$ cat src/hw/rx_align_consts.svh
/*
  Timing counts, widths and reset values for the receive lane alignment block.
  Assumes inclusion by bare name from design files under hw/.
*/
`ifndef RX_ALIGN_CONSTS_SVH
`define RX_ALIGN_CONSTS_SVH

// Fixed reference-to-boundary delay in byte clocks
`define REF_TO_BOUNDARY_BYTE_CLOCKS 16
// Octets moved per core clock cycle
`define OCTETS_PER_CYCLE 4
// Pipeline cycles inside the fixed reference-to-boundary delay
`define REF_TO_BOUNDARY_CYCLES (`REF_TO_BOUNDARY_BYTE_CLOCKS / `OCTETS_PER_CYCLE)
// Reference delay setting range and width
`define REF_DELAY_MAX 15
`define REF_DELAY_W 4
`define REF_DELAY_RESET 4'h0
// Fill-level readout width in bits; the readout counts octets
`define FILL_W 10
// Target window half width in core cycles (software guidance)
`define TARGET_WINDOW_CYCLES 2
// Default multiframe length in core cycles
`define MF_CYCLES_DEFAULT 8
// Default lane count and lane word width
`define LANES_DEFAULT 4
`define LANE_DATA_W_DEFAULT 32

`endif

$ cat src/hw/rx_align_pkg.sv
/*
  Types shared by the receive lane alignment block.
  Assumes no other package.
*/
package rx_align_pkg;
  typedef enum logic [1:0] {
    ALIGN_IDLE,
    ALIGN_WAIT_REF,
    ALIGN_WAIT_LANES,
    ALIGN_RUN
  } align_state_t;
endpackage

$ cat src/hw/lane_fifo.sv
/*
  Per-lane alignment buffer: flip-flop storage indexed by pointers, with a
  live fill count. Assumes one clock and a synchronous active-high reset.
*/
`timescale 1ns/100ps
`include "rx_align_consts.svh"

module lane_fifo #(
  parameter int WIDTH = 32,
  parameter int DEPTH = 16
) (
  input wire logic clk,
  input wire logic reset,
  input wire logic wr_en,
  input wire logic [WIDTH-1:0] wr_data,
  input wire logic rd_en,
  output logic [WIDTH-1:0] rd_data,
  output logic not_empty,
  output logic overflow,
  output logic [$clog2(DEPTH+1)-1:0] level
);
  localparam int AW = $clog2(DEPTH);
  logic [WIDTH-1:0] mem_reg [DEPTH];
  logic [AW-1:0] wptr_reg;
  logic [AW-1:0] rptr_reg;
  logic [$clog2(DEPTH+1)-1:0] level_reg;
  logic do_wr;
  logic do_rd;

  // Reads only when data is held; writes drop when full with no read in the same cycle
  assign do_rd = rd_en && (level_reg != '0);
  assign do_wr = wr_en && ((level_reg != DEPTH[$clog2(DEPTH+1)-1:0]) || do_rd);

  // Storage write
  always_ff @(posedge clk) begin
    if (do_wr) begin
      mem_reg[wptr_reg] <= wr_data;
    end
  end

  // Pointers and fill count
  always_ff @(posedge clk) begin
    if (reset) begin
      wptr_reg <= '0;
      rptr_reg <= '0;
      level_reg <= '0;
    end else begin
      if (do_wr) begin
        wptr_reg <= (wptr_reg == AW'(DEPTH - 1)) ? '0 : wptr_reg + 1'b1;
      end
      if (do_rd) begin
        rptr_reg <= (rptr_reg == AW'(DEPTH - 1)) ? '0 : rptr_reg + 1'b1;
      end
      level_reg <= level_reg + (do_wr ? 1'b1 : 1'b0) - (do_rd ? 1'b1 : 1'b0);
    end
  end

  // Sticky overflow, cleared only by reset
  always_ff @(posedge clk) begin
    if (reset) begin
      overflow <= 1'b0;
    end else if (wr_en && !do_wr) begin
      overflow <= 1'b1;
    end
  end

  assign rd_data = mem_reg[rptr_reg];
  assign not_empty = (level_reg != '0);
  assign level = level_reg;
endmodule

$ cat src/hw/skid_buffer.sv
/*
  Two-entry buffer with valid and ready on both sides.
  Assumes one clock and a synchronous active-high reset.
*/
`timescale 1ns/100ps

module skid_buffer #(
  parameter int WIDTH = 128
) (
  input wire logic clk,
  input wire logic reset,
  input wire logic in_valid,
  output logic in_ready,
  input wire logic [WIDTH-1:0] in_data,
  output logic out_valid,
  input wire logic out_ready,
  output logic [WIDTH-1:0] out_data
);
  logic [WIDTH-1:0] slot_reg [2];
  logic rd_reg;
  logic wr_reg;
  logic [1:0] count_reg;
  logic push;
  logic pop;

  assign in_ready = (count_reg != 2'h2);
  assign out_valid = (count_reg != 2'h0);
  assign push = in_valid && in_ready;
  assign pop = out_valid && out_ready;
  assign out_data = slot_reg[rd_reg];

  // Entry storage
  always_ff @(posedge clk) begin
    if (push) begin
      slot_reg[wr_reg] <= in_data;
    end
  end

  // Pointers and occupancy
  always_ff @(posedge clk) begin
    if (reset) begin
      rd_reg <= 1'b0;
      wr_reg <= 1'b0;
      count_reg <= 2'h0;
    end else begin
      if (push) begin
        wr_reg <= ~wr_reg;
      end
      if (pop) begin
        rd_reg <= ~rd_reg;
      end
      count_reg <= count_reg + (push ? 2'h1 : 2'h0) - (pop ? 2'h1 : 2'h0);
    end
  end
endmodule

$ cat src/hw/rx_lane_align_latency_control.sv
/*
  Receive deterministic latency logic: per-lane alignment buffers released on
  a local multiframe boundary, fill-level capture, programmable reference
  delay and a two-entry output buffer. Assumes lane data already on the core
  clock; the reference strobe arrives from a pin and is synchronised here.
*/
// Function
// RULE1: Lane buffers absorb variable input delay so end-to-end latency repeats.
// RULE2: Reference to boundary fixed at 16 byte clocks; no delay boundary to output; the code presents output one cycle after the boundary.
// RULE3: Reference-to-boundary and boundary-to-output fixed; input-to-boundary may vary.
// RULE4: Latency fixed by default, adjustable by the reference delay setting.
// RULE5: Each lane reports buffer fill captured at the releasing boundary.
// RULE6: Fill level counted in octets, four octets per core cycle.
// RULE7: Release only when every lane holds valid data.
// RULE8: Delay setting shifts boundaries later by whole cycles, one step four octets.
// RULE9: Software should tune delay so data starts within two cycles of boundary.
// RULE10: Reference delay takes 0 to 15 cycles, before boundary counter reset.
// RULE11: Changed delay acts only after core reset and realignment.
// RULE12: Data released on first boundary after all lanes hold valid data.
// RULE13: Fill readout per lane is a 10-bit octet count of pointer difference.
// RULE14: Fill readout holds until next alignment releases data; the code clears it to zero at reset, so it reads zero until release.
// RULE15: Lane buffers hold at least one full multiframe of octets.
`timescale 1ns/100ps
`include "rx_align_consts.svh"

module rx_lane_align_latency_control
  import rx_align_pkg::*;
#(
  parameter int LANES = `LANES_DEFAULT,
  parameter int LANE_DATA_W = `LANE_DATA_W_DEFAULT,
  parameter int MF_CYCLES = `MF_CYCLES_DEFAULT,
  parameter int BUF_DEPTH = 2 * `MF_CYCLES_DEFAULT
) (
  input wire logic clk,
  input wire logic reset,
  input wire logic reference_pin,
  input wire logic [`REF_DELAY_W-1:0] reference_delay,
  input wire logic [LANES-1:0] lane_valid,
  input wire logic [LANES*LANE_DATA_W-1:0] lane_data,
  output logic [LANES*`FILL_W-1:0] lane_fill,
  output logic [LANES-1:0] lane_overflow,
  output logic aligned,
  output logic boundary_pulse,
  output logic out_valid,
  input wire logic out_ready,
  output logic [LANES*LANE_DATA_W-1:0] out_data
);
  // Fixed pipeline cycles inside the reference-to-boundary delay
  localparam int FIXED_CYC = `REF_TO_BOUNDARY_CYCLES;

  // Multiframe counter width, at least one bit
  localparam int MFW = (MF_CYCLES > 1) ? $clog2(MF_CYCLES) : 1;

  // Lane buffer level width, room for a full buffer
  localparam int LVW = $clog2(BUF_DEPTH + 1);

  // Delay counter width: programmed delay plus fixed pipeline
  localparam int DLYW = `REF_DELAY_W + 3;

  // Alignment sequence state
  align_state_t state_reg;

  // Reference strobe synchroniser and edge detect
  logic ref_meta_reg;
  logic ref_sync_reg;
  logic ref_prev_reg;
  logic ref_event;

  // Delay between reference event and counter reset
  logic [`REF_DELAY_W-1:0] delay_latched_reg;
  logic [DLYW-1:0] delay_cnt_reg;
  logic delay_busy_reg;
  logic boundary_reset;

  // Local multiframe counter
  logic [MFW-1:0] mf_cnt_reg;
  logic mf_running_reg;
  logic boundary;

  // Per-lane buffer status and read data
  logic [LANES-1:0] lane_has_data;
  logic [LANES-1:0] lane_ovf;
  logic [LVW-1:0] lane_level [LANES];
  logic [LANE_DATA_W-1:0] lane_rd [LANES];

  // Release and lockstep read towards the output buffer
  logic release_now;
  logic fifo_rd;
  logic sk_in_ready;
  logic [LANES*LANE_DATA_W-1:0] sk_in_data;

  // Reference strobe passes two flip-flops before any logic looks at it
  always_ff @(posedge clk) begin
    if (reset) begin
      ref_meta_reg <= 1'b0;
      ref_sync_reg <= 1'b0;
      ref_prev_reg <= 1'b0;
    end else begin
      ref_meta_reg <= reference_pin;
      ref_sync_reg <= ref_meta_reg;
      ref_prev_reg <= ref_sync_reg;
    end
  end


  // Rising edge of the synchronised strobe; prev resets to the idle low level
  assign ref_event = ref_sync_reg && !ref_prev_reg;


  // Delay setting captured once after reset release; later changes wait for reset
  always_ff @(posedge clk) begin
    if (reset) begin
      delay_latched_reg <= `REF_DELAY_RESET;
    end else if (state_reg == ALIGN_IDLE) begin
      delay_latched_reg <= reference_delay; // see RULE11 see RULE4
    end
  end

  // Fixed pipeline plus programmed cycles between event and counter reset
  always_ff @(posedge clk) begin
    if (reset) begin
      delay_cnt_reg <= '0;
      delay_busy_reg <= 1'b0;
    end else if (state_reg == ALIGN_WAIT_REF && ref_event && !delay_busy_reg) begin
      delay_busy_reg <= 1'b1;
      // see RULE2 see RULE8 see RULE10
      delay_cnt_reg <= DLYW'(FIXED_CYC - 1) + DLYW'(delay_latched_reg);
    end else if (delay_busy_reg) begin
      if (delay_cnt_reg == '0) begin
        delay_busy_reg <= 1'b0;
      end else begin
        delay_cnt_reg <= delay_cnt_reg - 1'b1;
      end
    end
  end


  // Last cycle of the delay: this cycle is the first boundary
  assign boundary_reset = delay_busy_reg && (delay_cnt_reg == '0);


  // Local multiframe counter, free running from the first boundary
  always_ff @(posedge clk) begin
    if (reset) begin
      mf_cnt_reg <= '0;
      mf_running_reg <= 1'b0;
    end else if (boundary_reset) begin
      // Boundary cycle itself is count zero, so the next cycle is count one
      mf_cnt_reg <= MFW'(1 % MF_CYCLES); // see RULE10
      mf_running_reg <= 1'b1;
    end else if (mf_running_reg) begin
      mf_cnt_reg <= (mf_cnt_reg == MFW'(MF_CYCLES - 1)) ? '0 : mf_cnt_reg + 1'b1;
    end
  end

  // Boundary: counter at zero, constant phase to the reference; see RULE3

  assign boundary = boundary_reset || (mf_running_reg && mf_cnt_reg == '0);


  // Alignment sequence
  always_ff @(posedge clk) begin
    if (reset) begin
      state_reg <= ALIGN_IDLE;
    end else begin
      case (state_reg)
        ALIGN_IDLE: begin
          state_reg <= ALIGN_WAIT_REF;
        end

        // First boundary may already release if every lane holds data
        ALIGN_WAIT_REF: begin
          if (release_now) begin
            state_reg <= ALIGN_RUN;
          end else if (boundary_reset) begin
            state_reg <= ALIGN_WAIT_LANES;
          end
        end

        ALIGN_WAIT_LANES: begin
          if (release_now) begin
            state_reg <= ALIGN_RUN;
          end
        end

        // Released; only reset leaves this state
        ALIGN_RUN: begin
          state_reg <= ALIGN_RUN;
        end

        default: begin
          state_reg <= ALIGN_IDLE;
        end
      endcase
    end
  end

  // First boundary with every lane holding data releases output

  // First boundary with every lane holding data releases output
  // Includes the boundary that ends the reference delay
  assign release_now = ((state_reg == ALIGN_WAIT_LANES)
    || (state_reg == ALIGN_WAIT_REF && boundary_reset))
    && boundary
    && (&lane_has_data); // see RULE7 see RULE12


  // Lane buffers sized to a multiframe or more
  genvar g;
  generate
    for (g = 0; g < LANES; g++) begin : lane_g
      lane_fifo #(
        .WIDTH(LANE_DATA_W),
        .DEPTH(BUF_DEPTH) // see RULE15
      ) fifo_i (
        .clk(clk),
        .reset(reset),
        .wr_en(lane_valid[g] && state_reg != ALIGN_IDLE), // see RULE1
        .wr_data(lane_data[g*LANE_DATA_W +: LANE_DATA_W]),
        .rd_en(fifo_rd),
        .rd_data(lane_rd[g]),
        .not_empty(lane_has_data[g]),
        .overflow(lane_ovf[g]),
        .level(lane_level[g])
      );

      // Fill captured at release in octets and held; see RULE5 see RULE14
      always_ff @(posedge clk) begin
        if (reset) begin
          lane_fill[g*`FILL_W +: `FILL_W] <= '0;
        end else if (release_now) begin
          // see RULE6 see RULE13
          lane_fill[g*`FILL_W +: `FILL_W] <=
            `FILL_W'(lane_level[g]) * `FILL_W'(`OCTETS_PER_CYCLE);
        end
      end

      assign sk_in_data[g*LANE_DATA_W +: LANE_DATA_W] = lane_rd[g];
    end
  endgenerate


  // All lanes read in lockstep; a receiver stall holds every lane
  assign fifo_rd = (release_now || state_reg == ALIGN_RUN) && (&lane_has_data)
    && sk_in_ready;


  // Output buffer straight after release; its register puts words on the output one cycle after the boundary
  // Two entries keep the word in flight when the client drops ready
  skid_buffer #(
    .WIDTH(LANES * LANE_DATA_W)
  ) out_buf_i (
    .clk(clk),
    .reset(reset),
    .in_valid(fifo_rd),
    .in_ready(sk_in_ready),
    .in_data(sk_in_data),
    .out_valid(out_valid),
    .out_ready(out_ready),
    .out_data(out_data)
  );


  // Aligned flag, high from the cycle after release
  always_ff @(posedge clk) begin
    if (reset) begin
      aligned <= 1'b0;
    end else begin
      aligned <= (state_reg == ALIGN_RUN) || release_now;
    end
  end

  // Boundary marker, one cycle after each internal boundary
  always_ff @(posedge clk) begin
    if (reset) begin
      boundary_pulse <= 1'b0;
    end else begin
      boundary_pulse <= boundary;
    end
  end

  // Sticky lane overflow copied out of the buffers
  always_ff @(posedge clk) begin
    if (reset) begin
      lane_overflow <= '0;
    end else begin
      lane_overflow <= lane_ovf;
    end
  end
endmodule

$ cat config.mk
export PLATFORM = sky130hd
export DESIGN_NAME = rx_lane_align_latency_control
export DESIGN_NICKNAME = d
export VERILOG_FILES = /design/src/hw/rx_align_pkg.sv /design/src/hw/lane_fifo.sv /design/src/hw/skid_buffer.sv /design/src/hw/rx_lane_align_latency_control.sv
export VERILOG_INCLUDE_DIRS = /design/src /design/src/hw
export SDC_FILE = /design/constraint.sdc
export NUM_CORES = 2
export LEC_CHECK = 0
export ABC_CLOCK_PERIOD_IN_PS = 11200
export BUFFER_PORTS_ARGS = -buffer_cell sky130_fd_sc_hd__buf_4
export CORE_ASPECT_RATIO = 0.75
export CORE_MARGIN = 2
export CORE_UTILIZATION = 50
export DETAILED_ROUTE_END_ITERATION = 16
export GPL_TIMING_DRIVEN = 0
export PLACE_DENSITY = 0.66
export SLEW_MARGIN = 20
export SYNTH_ARGS = -nofsm -noshare
export SYNTH_HDL_FRONTEND = slang
export SYNTH_SLANG_ARGS = --single-unit
$ cat constraint.sdc
create_clock -name clk -period 11.2 [get_ports clk]
set_clock_uncertainty 0.2 [all_clocks]
set_input_delay 1.68 -clock clk [delete_from_list [all_inputs] [get_ports clk]]
set_output_delay 1.68 -clock clk [all_outputs]
set_load 0.02 [all_outputs]
==> results.yml <==
synthesis:
  synth_warnings: 0
  ys_ff_latch: 2428
  yosysTopAreaCell: "edfxtp_1"
  synthAdderAreaFrac_pct: 0.7949
  synthFlopType: "edfxtp_1"
  synth_area_um2: 91920
  synth-xor-area-share_pct: 0.2668
  syn_area_per_cell_um2: 23.26
  synth_top_family_by_area: "multiplexers"
  synth-simple-area-share_pct: 1.505
  synth_compound_area_share_pct: 0.6398
  ys_seq_area_share_pct: 77.97
  synth_area_leaders: "edfxtp_1, mux4_2, dfxtp_1"
  yosysTopAreaCellShare_pct: 75.27
  ys_types: 53
  async_flop_share_pct: 0
  postSynthCellCount: 3952
  synth.area.mux_share_pct: 17.57
  synth-edff-count: 2304
job:
  cap_violations: 0
power:
  p_total_uw: 18350
  power.leakage_uw: 0.03336
  peakVddDrop_mv: 0.1414
  powerDensity_nw_per_um2: 172.4
cts:
  htreeDepth: 4
  post_cts_resized: 0
  clock_path_buffers: 3
  numCtsBuffers: 223
  cts_tree: "yes"
  numClockSinks: 2428
  hold_buffers: 0
  cts-root-buf: "clkbuf_16"
  clock_latency_ps: 840
  cts_setup_buffers: 0
  clk_pin_slew_ps: 60
layout:
  final_layout_size_suffix_gt1_share_pct: 34.49
  largest_register_ffs: 2048
  num-nets-final: 4807
  final.fill_count: 12960
  stdcell_area_um2: 106400
  fin_cells: 7213
  area_growth_pct: 15.80
route:
  firstDrtPassIters: 7
  vias: 42350
  totalWireLength_um: 209900
  drc_errors: 0
  dr.first_iter.drc_count: 4457
  avgRoutedWirePerCell_um: 29.11
  ant_nets: 0
  vias_per_cell: 5.871
sta:
  fin_hold_ws_ps: 252.2
  grt_setup_unrepaired: "false"
  tightest_slew_ps: 1096
  finalSetupViolCount: 0
  fmaxAchievable_ghz: 0.1941
  fin_ws_ps: 6049
  period_needed_ps: 5151
  hold_violations: 0
  fin_crit_sh_pct: 45.99
  maxSlewViolCount: 0
  max_slew_margin_pct: 26.92
die:
  die_area_um2: 187300
  rows: 136
  design.portCount: 315
  die_h_um: 375.3
  start_util_pct: 50.25
  fp.dieW_um: 499.1
  coreArea_um2: 182900
global_route:
  grt.overflow.total: 0
  grtUsageTotal_pct: 22.45
  grt_pass1_vias: 43140
  grt_pass1_wl_um: 301900
  grt_max_degree: 35
  antenna_found_initial: 21
setup_path:
  crit_cells: 4
  critPathMaxFanout: 10
  rrSetupSlack_ps: 6710
  path_class: "reg2out"
  crit_path_end: "out_data[126]"
  arrival_ps: 3270
  crit_buf_inv: 3
  cp_cell_sequence: "clkbuf_1 > buf_1 > mux2_2 > buf_4"
  rr_worst_depth: 17
  required_ps: 9320
  worstReg2RegEnd: "lane_g[3].fifo_i.level[4]$_SDFF_PP0_"
  setup.worst_path.end_class: "output port"
  critPathSlowestCell: "clkbuf_1"
  worst_setup_path_start_kind: "flop"
  max_stage_delay_ps: 760
  rr_startpoint: "lane_g[1].fifo_i.level[3]$_SDFF_PP0_"
  path_delay_family: "buffers and inverters"
status:
  status: "complete, no violations"
worst_hold_path:
  hp-class: "reg2reg"
  hp-start: "ref_meta_reg$_SDFF_PP0_"
place:
  dpl_cell_area_um2: 99320
  place_inst: 6801
  port_buffers: 294
  dp_hpwl_um: 132300
  dp_slack_ps: 6694
  gp_routability_congestion: 0.7640
-- cells by family after synthesis --
family / count (synthesis)
AO/OA/AOI/OAI: 92
AND/OR/NAND/NOR: 282
buffers and inverters: 268
flip-flops: 2428
other: 1
XOR/XNOR: 28
adder cells (fa/ha/maj): 56
multiplexers: 797
-- report_power, final --
part | switching, uW | internal, uW | total, uW
Clock | 3320 | 4090 | 7410
Sequential | 43.7 | 10000 | 10100
Combinational | 509 | 347 | 857
-- cells in the final DEF (no fill, tap or decap), types with 12 or more instances in the layout --
cell / instances
bufinv_16: 16
buf_4: 369
clkinv_1: 51
clkbuf_2: 19
ha_1: 52
mux4_2: 640
nor3_1: 12
nand2_1: 49
edfxtp_1: 2304
nor2b_1: 17
nor3_2: 12
dfxtp_1: 124
inv_1: 64
and2_4: 21
nor2_1: 84
buf_12: 25
clkbuf_16: 227
a21oi_1: 44
clkbuf_1: 149
buf_16: 28
mux2_2: 128
xor2_1: 15
clkinv_2: 36
buf_1: 19
xnor2_1: 13
nor2_4: 25
mux2i_1: 27
buf_2: 50
conb_1: 20
-- per-layer routing --
layer	vias to the layer above	GRT usage (%)	wire, um
met5	-	0	144
met1	22610	32.30	89260
met3	309	4.649	14700
met4	24	5.741	5030
li1	17890	-	-
met2	1518	35.53	100800
-- Yosys cell counts (5+ instances only) --
cell and instances:
or3b_1 6, o21ai_0 8, nor4_1 6, buf_4 26
inv_1 64, ha_1 52, nand2_1 49, a21o_1 8
a31oi_1 7, edfxtp_1 2304, nor2_1 109, and3_1 5
xnor2_1 13, dfxtp_1 124, a21oi_1 44, or3_1 6
mux2i_1 27, buf_2 37, mux4_2 640, nor2b_1 17
and2_1 29, mux2_2 128, clkbuf_1 110, nand3_1 10
nor3_1 22, buf_1 30, xor2_1 15
-- layout make-up --
type,count,area (um^2),share of cell area (%)
Multi-Input combinational cell,1275,19490,18.31
Antenna cell,6,15.01,0.01411
Inverter,65,244.0,0.2292
Timing Repair Buffer,415,3989,3.747
Clock inverter,131,1225,1.151
Tap cell,2415,3022,2.839
Buffer,203,930.9,0.8746
Clock buffer,275,5861,5.506
Sequential cell,2428,71670,67.33
-- metrics by stage --
| step | util, % | TNS, ps |
|---|---|---|
| after floorplan | - | 0 |
| after global placement | 53.15 | -532230 |
| after detailed placement | 54.30 | 0 |
| after CTS | 58.17 | 0 |
| after global routing | 58.19 | 0 |
| final | 58.19 | 0 |
-- worst min-delay path by stage --
stage	end	slack (ps)	depth (start not counted)
6_report	ref_sync_reg$_SDFF_PP0_	250	1
5_1_grt	lane_overflow[3]$_SDFF_PP0_	280	1
4_1_cts	ref_sync_reg$_SDFF_PP0_	250	1
3_5_place_dp	ref_sync_reg$_SDFF_PP0_	230	1
3_3_place_gp	ref_sync_reg$_SDFF_PP0_	240	1
2_1_floorplan	ref_sync_reg$_SDFF_PP0_	210	1
(Power assumes the default switching activity.)
